$ cat src/common/mac_datapath_pkg.sv
// constants, field layouts and operation codes of the multiply-accumulate
// datapath; shared by the design and by the verification side.
// assumes a 32-bit apb register port and a 16-bit core data path.
package mac_datapath_pkg;

    // widths of the core words
    localparam int DATA_W      = 16;
    localparam int ACC_W       = 32;
    localparam int ADDR_W      = 12;
    localparam int INSHIFT_W   = 5;
    localparam int OUTSHIFT_W  = 3;

    // register byte offsets on the apb port
    localparam logic [ADDR_W-1:0] OFFS_FIRST_STATUS  = 12'h000;
    localparam logic [ADDR_W-1:0] OFFS_SECOND_STATUS = 12'h004;
    localparam logic [ADDR_W-1:0] OFFS_ACCUMULATOR   = 12'h008;
    localparam logic [ADDR_W-1:0] OFFS_PRODUCT       = 12'h00c;
    localparam logic [ADDR_W-1:0] OFFS_OPERAND       = 12'h010;

    // first status register fields
    localparam int SAT_MODE_BIT = 11;
    localparam int OVF_BIT      = 12;
    // second status register fields
    localparam int PSCL_LSB     = 0;
    localparam int CARRY_BIT    = 9;
    localparam int SEXT_BIT     = 10;
    localparam int TEST_BIT     = 11;

    // reset values
    localparam logic       RST_CARRY = 1'b1;
    localparam logic       RST_OVF   = 1'b0;
    localparam logic       RST_SAT   = 1'b0;
    localparam logic       RST_SEXT  = 1'b1;
    localparam logic       RST_TEST  = 1'b0;
    localparam logic [1:0] RST_PSCL  = 2'h0;
    localparam logic [31:0] RST_WORD = 32'h0000_0000;

    // product shift select encodings
    localparam logic [1:0] PSCL_NONE   = 2'h0;
    localparam logic [1:0] PSCL_LEFT1  = 2'h1;
    localparam logic [1:0] PSCL_LEFT4  = 2'h2;
    localparam logic [1:0] PSCL_RIGHT6 = 2'h3;

    // saturation limits and the widest input shift
    localparam logic [31:0] SAT_POS = 32'h7fff_ffff;
    localparam logic [31:0] SAT_NEG = 32'h8000_0000;
    localparam logic [INSHIFT_W-1:0] INSHIFT_MAX = 5'h10;

    // operations issued by the core decode logic
    typedef enum logic [4:0] {
        OP_NOP, OP_LOAD_OPERAND, OP_MPY, OP_MULU,
        OP_LOAD_ACC, OP_ADD, OP_SUB, OP_ADD_PROD, OP_SUB_PROD,
        OP_AND, OP_OR, OP_XOR, OP_SHL, OP_SHR, OP_ROL, OP_ROR,
        OP_NORMALIZE_OP, OP_BIT_TEST, OP_SET_CARRY, OP_CLR_CARRY,
        OP_STORE_ACC_HIGH, OP_STORE_ACC_LOW,
        OP_STORE_PROD_HIGH, OP_STORE_PROD_LOW
    } dp_op_e;

endpackage : mac_datapath_pkg

$ cat src/verilog/multiply_accumulate_datapath.sv
// multiply-accumulate datapath: operand register, multiplier, product
// register and scaler, central alu with accumulator and flags, output shifter.
// assumes ops come from decode logic on pclk (no synchroniser needed) and
// status/accumulator are reachable by software over apb.
//
// Decided for this implementation: the placing of the registers and register access over APB.
`timescale 1ns/100ps
module multiply_accumulate_datapath
(
    input  wire  logic                                      pclk,
    input  wire  logic                                      presetn,
    // apb slave
    input  wire  logic                                      psel,
    input  wire  logic                                      penable,
    input  wire  logic                                      pwrite,
    input  wire  logic [mac_datapath_pkg::ADDR_W-1:0]       paddr,
    input  wire  logic [31:0]                               pwdata,
    output logic       [31:0]                               prdata,
    output logic                                            pready,
    output logic                                            pslverr,
    // operation port from decode logic
    input  wire  logic                                      op_valid,
    input  wire  mac_datapath_pkg::dp_op_e                  op_code,
    input  wire  logic [mac_datapath_pkg::DATA_W-1:0]       data_read_bus,
    input  wire  logic [mac_datapath_pkg::DATA_W-1:0]       program_read_bus,
    input  wire  logic                                      use_program_bus,
    input  wire  logic [mac_datapath_pkg::INSHIFT_W-1:0]    shift_count,
    input  wire  logic                                      shift_by_operand,
    input  wire  logic [mac_datapath_pkg::OUTSHIFT_W-1:0]   store_shift,
    // store path to data memory
    output logic       [mac_datapath_pkg::DATA_W-1:0]       data_write_bus,
    output logic                                            data_write_valid,
    // branch conditions
    output logic                                            carry_flag,
    output logic                                            overflow_flag,
    output logic                                            test_flag,
    output logic                                            acc_is_zero,
    output logic                                            acc_is_negative
);
    import mac_datapath_pkg::*;

    // ------------------------------------------------------------------
    // helpers
    // ------------------------------------------------------------------

    // add with carry-in; returns {carry, signed overflow, sum}
    function automatic logic [33:0] add_flags
    (
        input logic [31:0] a,
        input logic [31:0] b,
        input logic        cin
    );
        logic [32:0] s;
        s = {1'b0, a} + {1'b0, b} + {32'h0, cin};
        add_flags = {s[32], (a[31] == b[31]) && (s[31] != a[31]), s[31:0]};
    endfunction : add_flags

    // scales a copy of the product; the register itself is never touched
    function automatic logic [31:0] prod_shift
    (
        input logic [31:0] p,
        input logic [1:0]  ps
    );
        logic [31:0] r;
        r = p;
        unique case (ps)
            PSCL_NONE:   r = p;
            PSCL_LEFT1:  r = {p[30:0], 1'b0};
            PSCL_LEFT4:  r = {p[27:0], 4'h0};
            PSCL_RIGHT6: r = {{6{p[31]}}, p[31:6]};
        endcase
        prod_shift = r;
    endfunction : prod_shift

    // ------------------------------------------------------------------
    // state
    // ------------------------------------------------------------------
    logic [31:0] acc_q,   acc_d;        // main_accumulator
    logic [15:0] oreg_q,  oreg_d;       // multiplier_operand_reg
    logic [31:0] prod_q,  prod_d;       // product_reg
    logic        carry_q, carry_d;      // carry flag
    logic        ovf_q,   ovf_d;        // sticky overflow_flag
    logic        test_q,  test_d;       // test_flag
    logic        sat_q;                 // saturation_mode
    logic        sext_q;                // sign_extension_mode
    logic [1:0]  pscl_q;                // product_shift_select
    logic [15:0] dwb_q,   dwb_d;        // data_write_bus word
    logic        dwv_q,   dwv_d;        // store strobe
    logic [31:0] rdata_q;               // apb read data

    // ------------------------------------------------------------------
    // apb decode: zero wait, unmapped addresses answer with pslverr
    // ------------------------------------------------------------------
    wire apb_setup  = psel & ~penable;
    wire apb_access = psel & penable;
    wire hit_sr0    = (paddr == OFFS_FIRST_STATUS);
    wire hit_sr1    = (paddr == OFFS_SECOND_STATUS);
    wire hit_acc    = (paddr == OFFS_ACCUMULATOR);
    wire hit_prod   = (paddr == OFFS_PRODUCT);
    wire hit_oreg   = (paddr == OFFS_OPERAND);
    wire addr_hit   = hit_sr0 | hit_sr1 | hit_acc | hit_prod | hit_oreg;
    wire wr_en      = apb_access & pwrite & addr_hit;
    wire wr_sr0     = wr_en & hit_sr0;
    wire wr_sr1     = wr_en & hit_sr1;
    wire wr_acc     = wr_en & hit_acc;
    wire wr_oreg    = wr_en & hit_oreg;

    assign pready  = 1'b1;
    assign pslverr = apb_access & ~addr_hit;
    assign prdata  = rdata_q;

    // readback words; bits not listed read as zero
    wire [31:0] sr0_word = (32'(sat_q) << SAT_MODE_BIT)
                         | (32'(ovf_q) << OVF_BIT);
    wire [31:0] sr1_word = (32'(pscl_q)  << PSCL_LSB)
                         | (32'(carry_q) << CARRY_BIT)
                         | (32'(sext_q)  << SEXT_BIT)
                         | (32'(test_q)  << TEST_BIT);
    wire [31:0] rd_word  = hit_sr0  ? sr0_word :
                           hit_sr1  ? sr1_word :
                           hit_acc  ? acc_q    :
                           hit_prod ? prod_q   :
                           hit_oreg ? {16'h0, oreg_q} : RST_WORD;

    // ------------------------------------------------------------------
    // operand selection and the three shifters
    // ------------------------------------------------------------------

    // second bus operand: data read bus or program read bus
    wire [15:0] bus_word = use_program_bus ? program_read_bus
                                           : data_read_bus;

    // input shift count: from the op or the low nibble of the operand reg;
    // anything beyond sixteen is clamped, the shifter has no wider range
    wire [4:0] cnt_raw   = shift_by_operand ? {1'b0, oreg_q[3:0]}
                                            : shift_count;
    wire [4:0] in_cnt    = (cnt_raw > INSHIFT_MAX) ? INSHIFT_MAX : cnt_raw;
    wire       shift16   = (in_cnt == INSHIFT_MAX);

    // input shifter: zero-filled lsbs, msbs sign extended only in sign mode
    wire [31:0] in_ext   = sext_q ? {{16{bus_word[15]}}, bus_word}
                                 : {16'h0, bus_word};
    wire [31:0] in_val   = in_ext << in_cnt;

    // product scaler works on a copy of the product register
    wire [31:0] prod_scaled = prod_shift(prod_q, pscl_q);

    // multiplier: signed or unsigned, full 32-bit product
    wire signed [31:0] mul_s = $signed(oreg_q) * $signed(bus_word);
    wire        [31:0] mul_u = oreg_q * bus_word;

    // output shifter: copy of the accumulator, msbs lost, lsbs zeroed
    wire [31:0] out_val  = acc_q << store_shift;

    // alu second operand: product scaler or input shifter
    wire        use_prod = (op_code == OP_ADD_PROD)
                         | (op_code == OP_SUB_PROD);
    wire [31:0] alu_b    = use_prod ? prod_scaled : in_val;
    wire        is_sub   = (op_code == OP_SUB) | (op_code == OP_SUB_PROD);

    // adder shared by add and subtract; subtract is a + ~b + 1
    wire [33:0] sum_f    = add_flags(acc_q, is_sub ? ~alu_b : alu_b,
                                     is_sub);
    wire        sum_c    = sum_f[33];
    wire        sum_v    = sum_f[32];
    wire [31:0] sum_r    = sum_f[31:0];

    // overflow direction follows the accumulator sign before the op
    wire [31:0] sat_val  = acc_q[31] ? SAT_NEG : SAT_POS;
    wire [31:0] arith_r  = (sum_v & sat_q) ? sat_val : sum_r;

    // tested bit index comes from the low nibble of the shift count
    wire        bit_sel  = bus_word[shift_count[3:0]];
    wire        normalize_op_set = acc_q[31] ^ acc_q[30];

    // ------------------------------------------------------------------
    // next-state logic of the datapath
    // ------------------------------------------------------------------
    // an op wins over a software write to the same state in the same
    // cycle; the overflow flag is sticky so a hardware set beats any clear
    always_comb
    begin
        acc_d   = wr_acc  ? pwdata : acc_q;
        oreg_d  = wr_oreg ? pwdata[15:0] : oreg_q;
        prod_d  = prod_q;
        carry_d = wr_sr1 ? pwdata[CARRY_BIT] : carry_q;
        test_d  = wr_sr1 ? pwdata[TEST_BIT]  : test_q;
        ovf_d   = wr_sr0 ? pwdata[OVF_BIT]   : ovf_q;
        dwb_d   = dwb_q;
        dwv_d   = 1'b0;
        if (op_valid)
        begin
            unique case (op_code)
                OP_NOP:
                begin
                end
                OP_LOAD_OPERAND:
                    oreg_d = data_read_bus;
                OP_MPY:
                    prod_d = mul_s;
                OP_MULU:
                    prod_d = mul_u;
                OP_LOAD_ACC:
                    acc_d = in_val;
                OP_ADD, OP_ADD_PROD:
                begin
                    acc_d = arith_r;
                    // shift-16 add may only set the carry
                    if (!(shift16 & !use_prod) || sum_c)
                        carry_d = sum_c;
                    if (sum_v)
                        ovf_d = 1'b1;
                end
                OP_SUB, OP_SUB_PROD:
                begin
                    acc_d = arith_r;
                    // carry out of a + ~b + 1 means no borrow
                    if (!(shift16 & !use_prod) || !sum_c)
                        carry_d = sum_c;
                    if (sum_v)
                        ovf_d = 1'b1;
                end
                OP_AND:
                    acc_d = acc_q & in_val;
                OP_OR:
                    acc_d = acc_q | in_val;
                OP_XOR:
                    acc_d = acc_q ^ in_val;
                OP_SHL:
                begin
                    carry_d = acc_q[31];
                    acc_d   = {acc_q[30:0], 1'b0};
                end
                OP_SHR:
                begin
                    carry_d = acc_q[0];
                    acc_d   = {sext_q & acc_q[31], acc_q[31:1]};
                end
                OP_ROL:
                begin
                    carry_d = acc_q[31];
                    acc_d   = {acc_q[30:0], carry_q};
                end
                OP_ROR:
                begin
                    carry_d = acc_q[0];
                    acc_d   = {carry_q, acc_q[31:1]};
                end
                OP_NORMALIZE_OP:
                begin
                    test_d = normalize_op_set;
                    // not yet normalised: move one step left
                    if (!normalize_op_set && (acc_q != RST_WORD))
                        acc_d = {acc_q[30:0], 1'b0};
                end
                OP_BIT_TEST:
                    test_d = bit_sel;
                OP_SET_CARRY:
                    carry_d = 1'b1;
                OP_CLR_CARRY:
                    carry_d = 1'b0;
                OP_STORE_ACC_HIGH:
                begin
                    dwb_d = out_val[31:16];
                    dwv_d = 1'b1;
                end
                OP_STORE_ACC_LOW:
                begin
                    dwb_d = out_val[15:0];
                    dwv_d = 1'b1;
                end
                OP_STORE_PROD_HIGH:
                begin
                    dwb_d = prod_scaled[31:16];
                    dwv_d = 1'b1;
                end
                OP_STORE_PROD_LOW:
                begin
                    dwb_d = prod_scaled[15:0];
                    dwv_d = 1'b1;
                end
                default:
                begin
                end
            endcase
        end
    end

    // ------------------------------------------------------------------
    // datapath registers
    // ------------------------------------------------------------------
    always_ff @(posedge pclk or negedge presetn)
    begin
        if (!presetn)
        begin
            acc_q   <= RST_WORD;
            oreg_q  <= RST_WORD[15:0];
            prod_q  <= RST_WORD;
            carry_q <= RST_CARRY;
            ovf_q   <= RST_OVF;
            test_q  <= RST_TEST;
            dwb_q   <= RST_WORD[15:0];
            dwv_q   <= 1'b0;
        end
        else
        begin
            acc_q   <= acc_d;
            oreg_q  <= oreg_d;
            prod_q  <= prod_d;
            carry_q <= carry_d;
            ovf_q   <= ovf_d;
            test_q  <= test_d;
            dwb_q   <= dwb_d;
            dwv_q   <= dwv_d;
        end
    end

    // ------------------------------------------------------------------
    // mode bits, written only by software
    // ------------------------------------------------------------------
    always_ff @(posedge pclk or negedge presetn)
    begin
        if (!presetn)
        begin
            sat_q <= RST_SAT;
            sext_q <= RST_SEXT;
            pscl_q <= RST_PSCL;
        end
        else
        begin
            if (wr_sr0)
                sat_q <= pwdata[SAT_MODE_BIT];
            if (wr_sr1)
            begin
                sext_q <= pwdata[SEXT_BIT];
                pscl_q <= pwdata[PSCL_LSB +: 2];
            end
        end
    end

    // ------------------------------------------------------------------
    // read data is captured in the setup phase, so it shows the state
    // one cycle before the access; an op in that gap is not reflected
    // ------------------------------------------------------------------
    always_ff @(posedge pclk or negedge presetn)
    begin
        if (!presetn)
            rdata_q <= RST_WORD;
        else if (apb_setup)
            rdata_q <= rd_word;
    end

    // ------------------------------------------------------------------
    // outputs towards memory and branch control
    // ------------------------------------------------------------------
    assign data_write_bus   = dwb_q;
    assign data_write_valid = dwv_q;
    assign carry_flag       = carry_q;
    assign overflow_flag    = ovf_q;
    assign test_flag        = test_q;
    assign acc_is_zero      = (acc_q == RST_WORD);
    assign acc_is_negative  = acc_q[31];

endmodule : multiply_accumulate_datapath
$ cat config.mk
export PLATFORM = sky130hd
export DESIGN_NAME = multiply_accumulate_datapath
export DESIGN_NICKNAME = d
export VERILOG_FILES = /design/src/common/mac_datapath_pkg.sv /design/src/verilog/multiply_accumulate_datapath.sv
export SDC_FILE = /design/constraint.sdc
export NUM_CORES = 2
export LEC_CHECK = 0
export ABC_CLOCK_PERIOD_IN_PS = 6830
export BUFFER_PORTS_ARGS = -buffer_cell sky130_fd_sc_hd__buf_2
export CORE_MARGIN = 2
export CORE_UTILIZATION = 25
export DETAILED_ROUTE_END_ITERATION = 16
export PLACE_DENSITY = 0.44
export SLEW_MARGIN = 0
export SYNTH_ARGS = -nofsm -noshare
export SYNTH_HDL_FRONTEND = slang
export SYNTH_SLANG_ARGS = --single-unit
$ cat constraint.sdc
create_clock -name pclk -period 6.83 [get_ports pclk]
set_clock_uncertainty 0.15 [all_clocks]
set_input_delay 1.366 -clock pclk [delete_from_list [all_inputs] [get_ports pclk]]
set_output_delay 1.366 -clock pclk [all_outputs]
set_load 0.02 [all_outputs]
==> results.ini <==
[status]
violations=negative setup slack
outcome=complete, but fails checks

[grt]
grt_pass1_vias=29000
grt.overflow.total=0
antenna_found_initial=4
grt_pass1_wl_um=193000
grt_max_degree=80
grt_use_total_pct=20.3

[routing]
drt_first_pass_iters=8
post-route-drc-count=0
wl_per_cell_um=22.3
routed_wl_um=129000
viasPerCell=4.99
initialDrtViolationCount=2469
vias=28900
ant_nets=0

[placed_design]
dp_hpwl_um=106000
gp_congestion=0.933
io_buffers=151

[sta]
finalHoldWorstSlack_ns=0.325
slew_headroom_pct=13.7
setup_ws_ns=-0.259
hold_viol_final=0
fin_crit_sh_pct=104
rsz0062_at_grt=true
layout_min_cycle_time_ns=7.09
setup_viol=17
maxSlewViolCount=0
worst_pin_slew_ns=1.29
setup_tns_ns=-2.61
max_freq_mhz=141

[synthesis]
yosysMostFrequentCell=inv_1
syn_area_um2=30700
ys.flop_type=dfrtp_1
ys_seq_elements=136
yosysSeqAreaShare_pct=11.1
yosysTopAreaCell=fa_1
async_flop_share_pct=100
syn-instance-count=3669
synth_cell_types=88
synth_top_area_share_pct=24.0
synth_edf_count=0
synth_area_leaders=fa_1 (24%), dfrtp_1 (11%), ha_1 (10%)
synth_commonest_cells=inv_1 (554), nand2_1 (381), fa_1 (367)
ys_warn_count=0
synth_nets=4381
avgSynthCellArea_um2=8.36

[clock_network]
cts_max_level=4
postCtsHoldBufs=0
cts.sinks=136
cts_root_buffer=clkbuf_16
tritoncts=done
clk_pin_slew_worst_paths_ns=0.07
cts_inserted_buffers=17
cts_max_path_buffers=2
worstSkewPairLatency_ns=0.50

[worst_setup_path]
start_kind=input port
rrSetupSlack_ns=0.29
cp.required_ns=7.05
cp-end-kind=flop
path_max_fanout=6
arrival_ns=7.31
criticalPathCategory=input port to flop

[min_path]
min_path_type=flop to flop

[final_layout]
drive_gt1_share_pct=23.8
syn_to_final_growth_pct=25.4
nNetsFinal=4857

[die]
io_pins=153
die_w_um=354
dieArea_um2=125000
start_util_pct=25.2
rows=128
fp.dieH_um=354
coreArea_um2=122000

[run]
drv_cap=0

-- kinds of logic (layout without fill, tap and decap cells) --
logic type / Yosys count / in the layout / share of synthesized area (%)
other cells: 1 / 4 / 0.0122
fa+ha+maj: 615 / 615 / 34.1
simple gates: 948 / 948 / 14.3
flops: 136 / 136 / 11.1
xor+xnor: 118 / 118 / 3.37
mux: 253 / 256 / 10.2
compound gates: 801 / 801 / 17.0
buf+inv: 797 / 1283 / 9.91
-- repair_timing --
| item | CTS | global route |
|---|---|---|
| buffers inserted | 9 | 10 |
| gates resized for setup | 88 | 63 |
| pin swaps | 38 | 63 |
| endpoints found under the setup margin | 22 | 35 |
| gates cloned | 3 | 2 |
-- registers in the layout, summed over array words and instances, names as in the netlist --
register          flops
data_write_valid      1
sat_q                 1
prod_q               32
oreg_q               16
prdata               32
data_write_bus       16
acc_q                32
carry_flag            1
pscl_q                2
overflow_flag         1
test_flag             1
sext_q                1
-- placed cells by master, fill, tap and decap left out, drive strengths merged, types with 39 or more instances in the layout --
cell type  synthesis  layout
buf               22     694
o21ai            193     193
nand2            381     381
dfrtp            134     134
inv              555     563
ha               248     248
a21o              43      43
nor3              60      60
nand3             39      39
mux4              44      44
and2             137     137
mux2i            180     180
xnor2             90      90
fa               367     367
nor2             217     217
a21oi            221     221
-- worst max-delay path, stage by stage --
cell      delay, ns
buf_16         0.12
buf_8          0.13
mux2_4         0.32
buf_4          0.15
and2_4         0.16
fa_2           0.55
inv_1          0.05
fa_1           0.47
inv_1          0.05
fa_2           0.57
fa_1           0.45
fa_1           0.52
inv_1          0.05
fa_1           0.47
inv_1          0.06
ha_4           0.27
o211ai_1       0.10
a21oi_2        0.24
a211oi_2       0.08
buf_4          0.16
nor3b_4        0.30
o221ai_4       0.19
a21o_1         0.19
o2111a_1       0.11
a22o_1         0.19
-- area by class of cell --
| class | count | area [um2] |
|---|---|---|
| fill | 13100 | 83300 |
| multi-input combinational | 2739 | 25100 |
| timing repair buffer | 694 | 5170 |
| sequential | 136 | 3410 |
| inverter | 557 | 2090 |
| tap | 1625 | 2030 |
| clock buffer | 17 | 425 |
| clock inverter | 15 | 175 |
| antenna | 3 | 7.51 |
-- routing by layer --
metal	part of all wire (%)	vias up	GRT usage, %
met2	44	929	31.3
met5	0.022	-	0
met4	2.4	4	4.69
met3	5.6	135	2.53
li1	-	13300	-
met1	48	14500	29.9
-- worst paths after layout --
path                              startpoint                end  depth (start not counted)
hold reg to reg            data_write_bus[8]  data_write_bus[8]                          2
min in group asynchronous            presetn  data_write_bus[2]                          1
max in group asynchronous            presetn          pscl_q[0]                          2
hold / removal             data_write_bus[8]  data_write_bus[8]                          2
setup / recovery             use_program_bus         prod_q[31]                         25
setup reg to reg                   oreg_q[8]         prod_q[21]                         25
-- stage by stage --
step	area (um2)	instances	utilization, %	worst slack, ns
2_1_floorplan	31000	3669	-	-0.649
3_3_place_gp	37000	5731	30.4	-1.17
3_5_place_dp	37000	5731	30.4	-1.23
4_1_cts	38100	5774	31.3	-0.205
5_1_grt	38400	5784	31.6	-0.454
6_report	38400	5786	31.6	-0.259
Power is not shown: default switching activity piles up to over one toggle a cycle in this logic, so the estimate is an artifact.
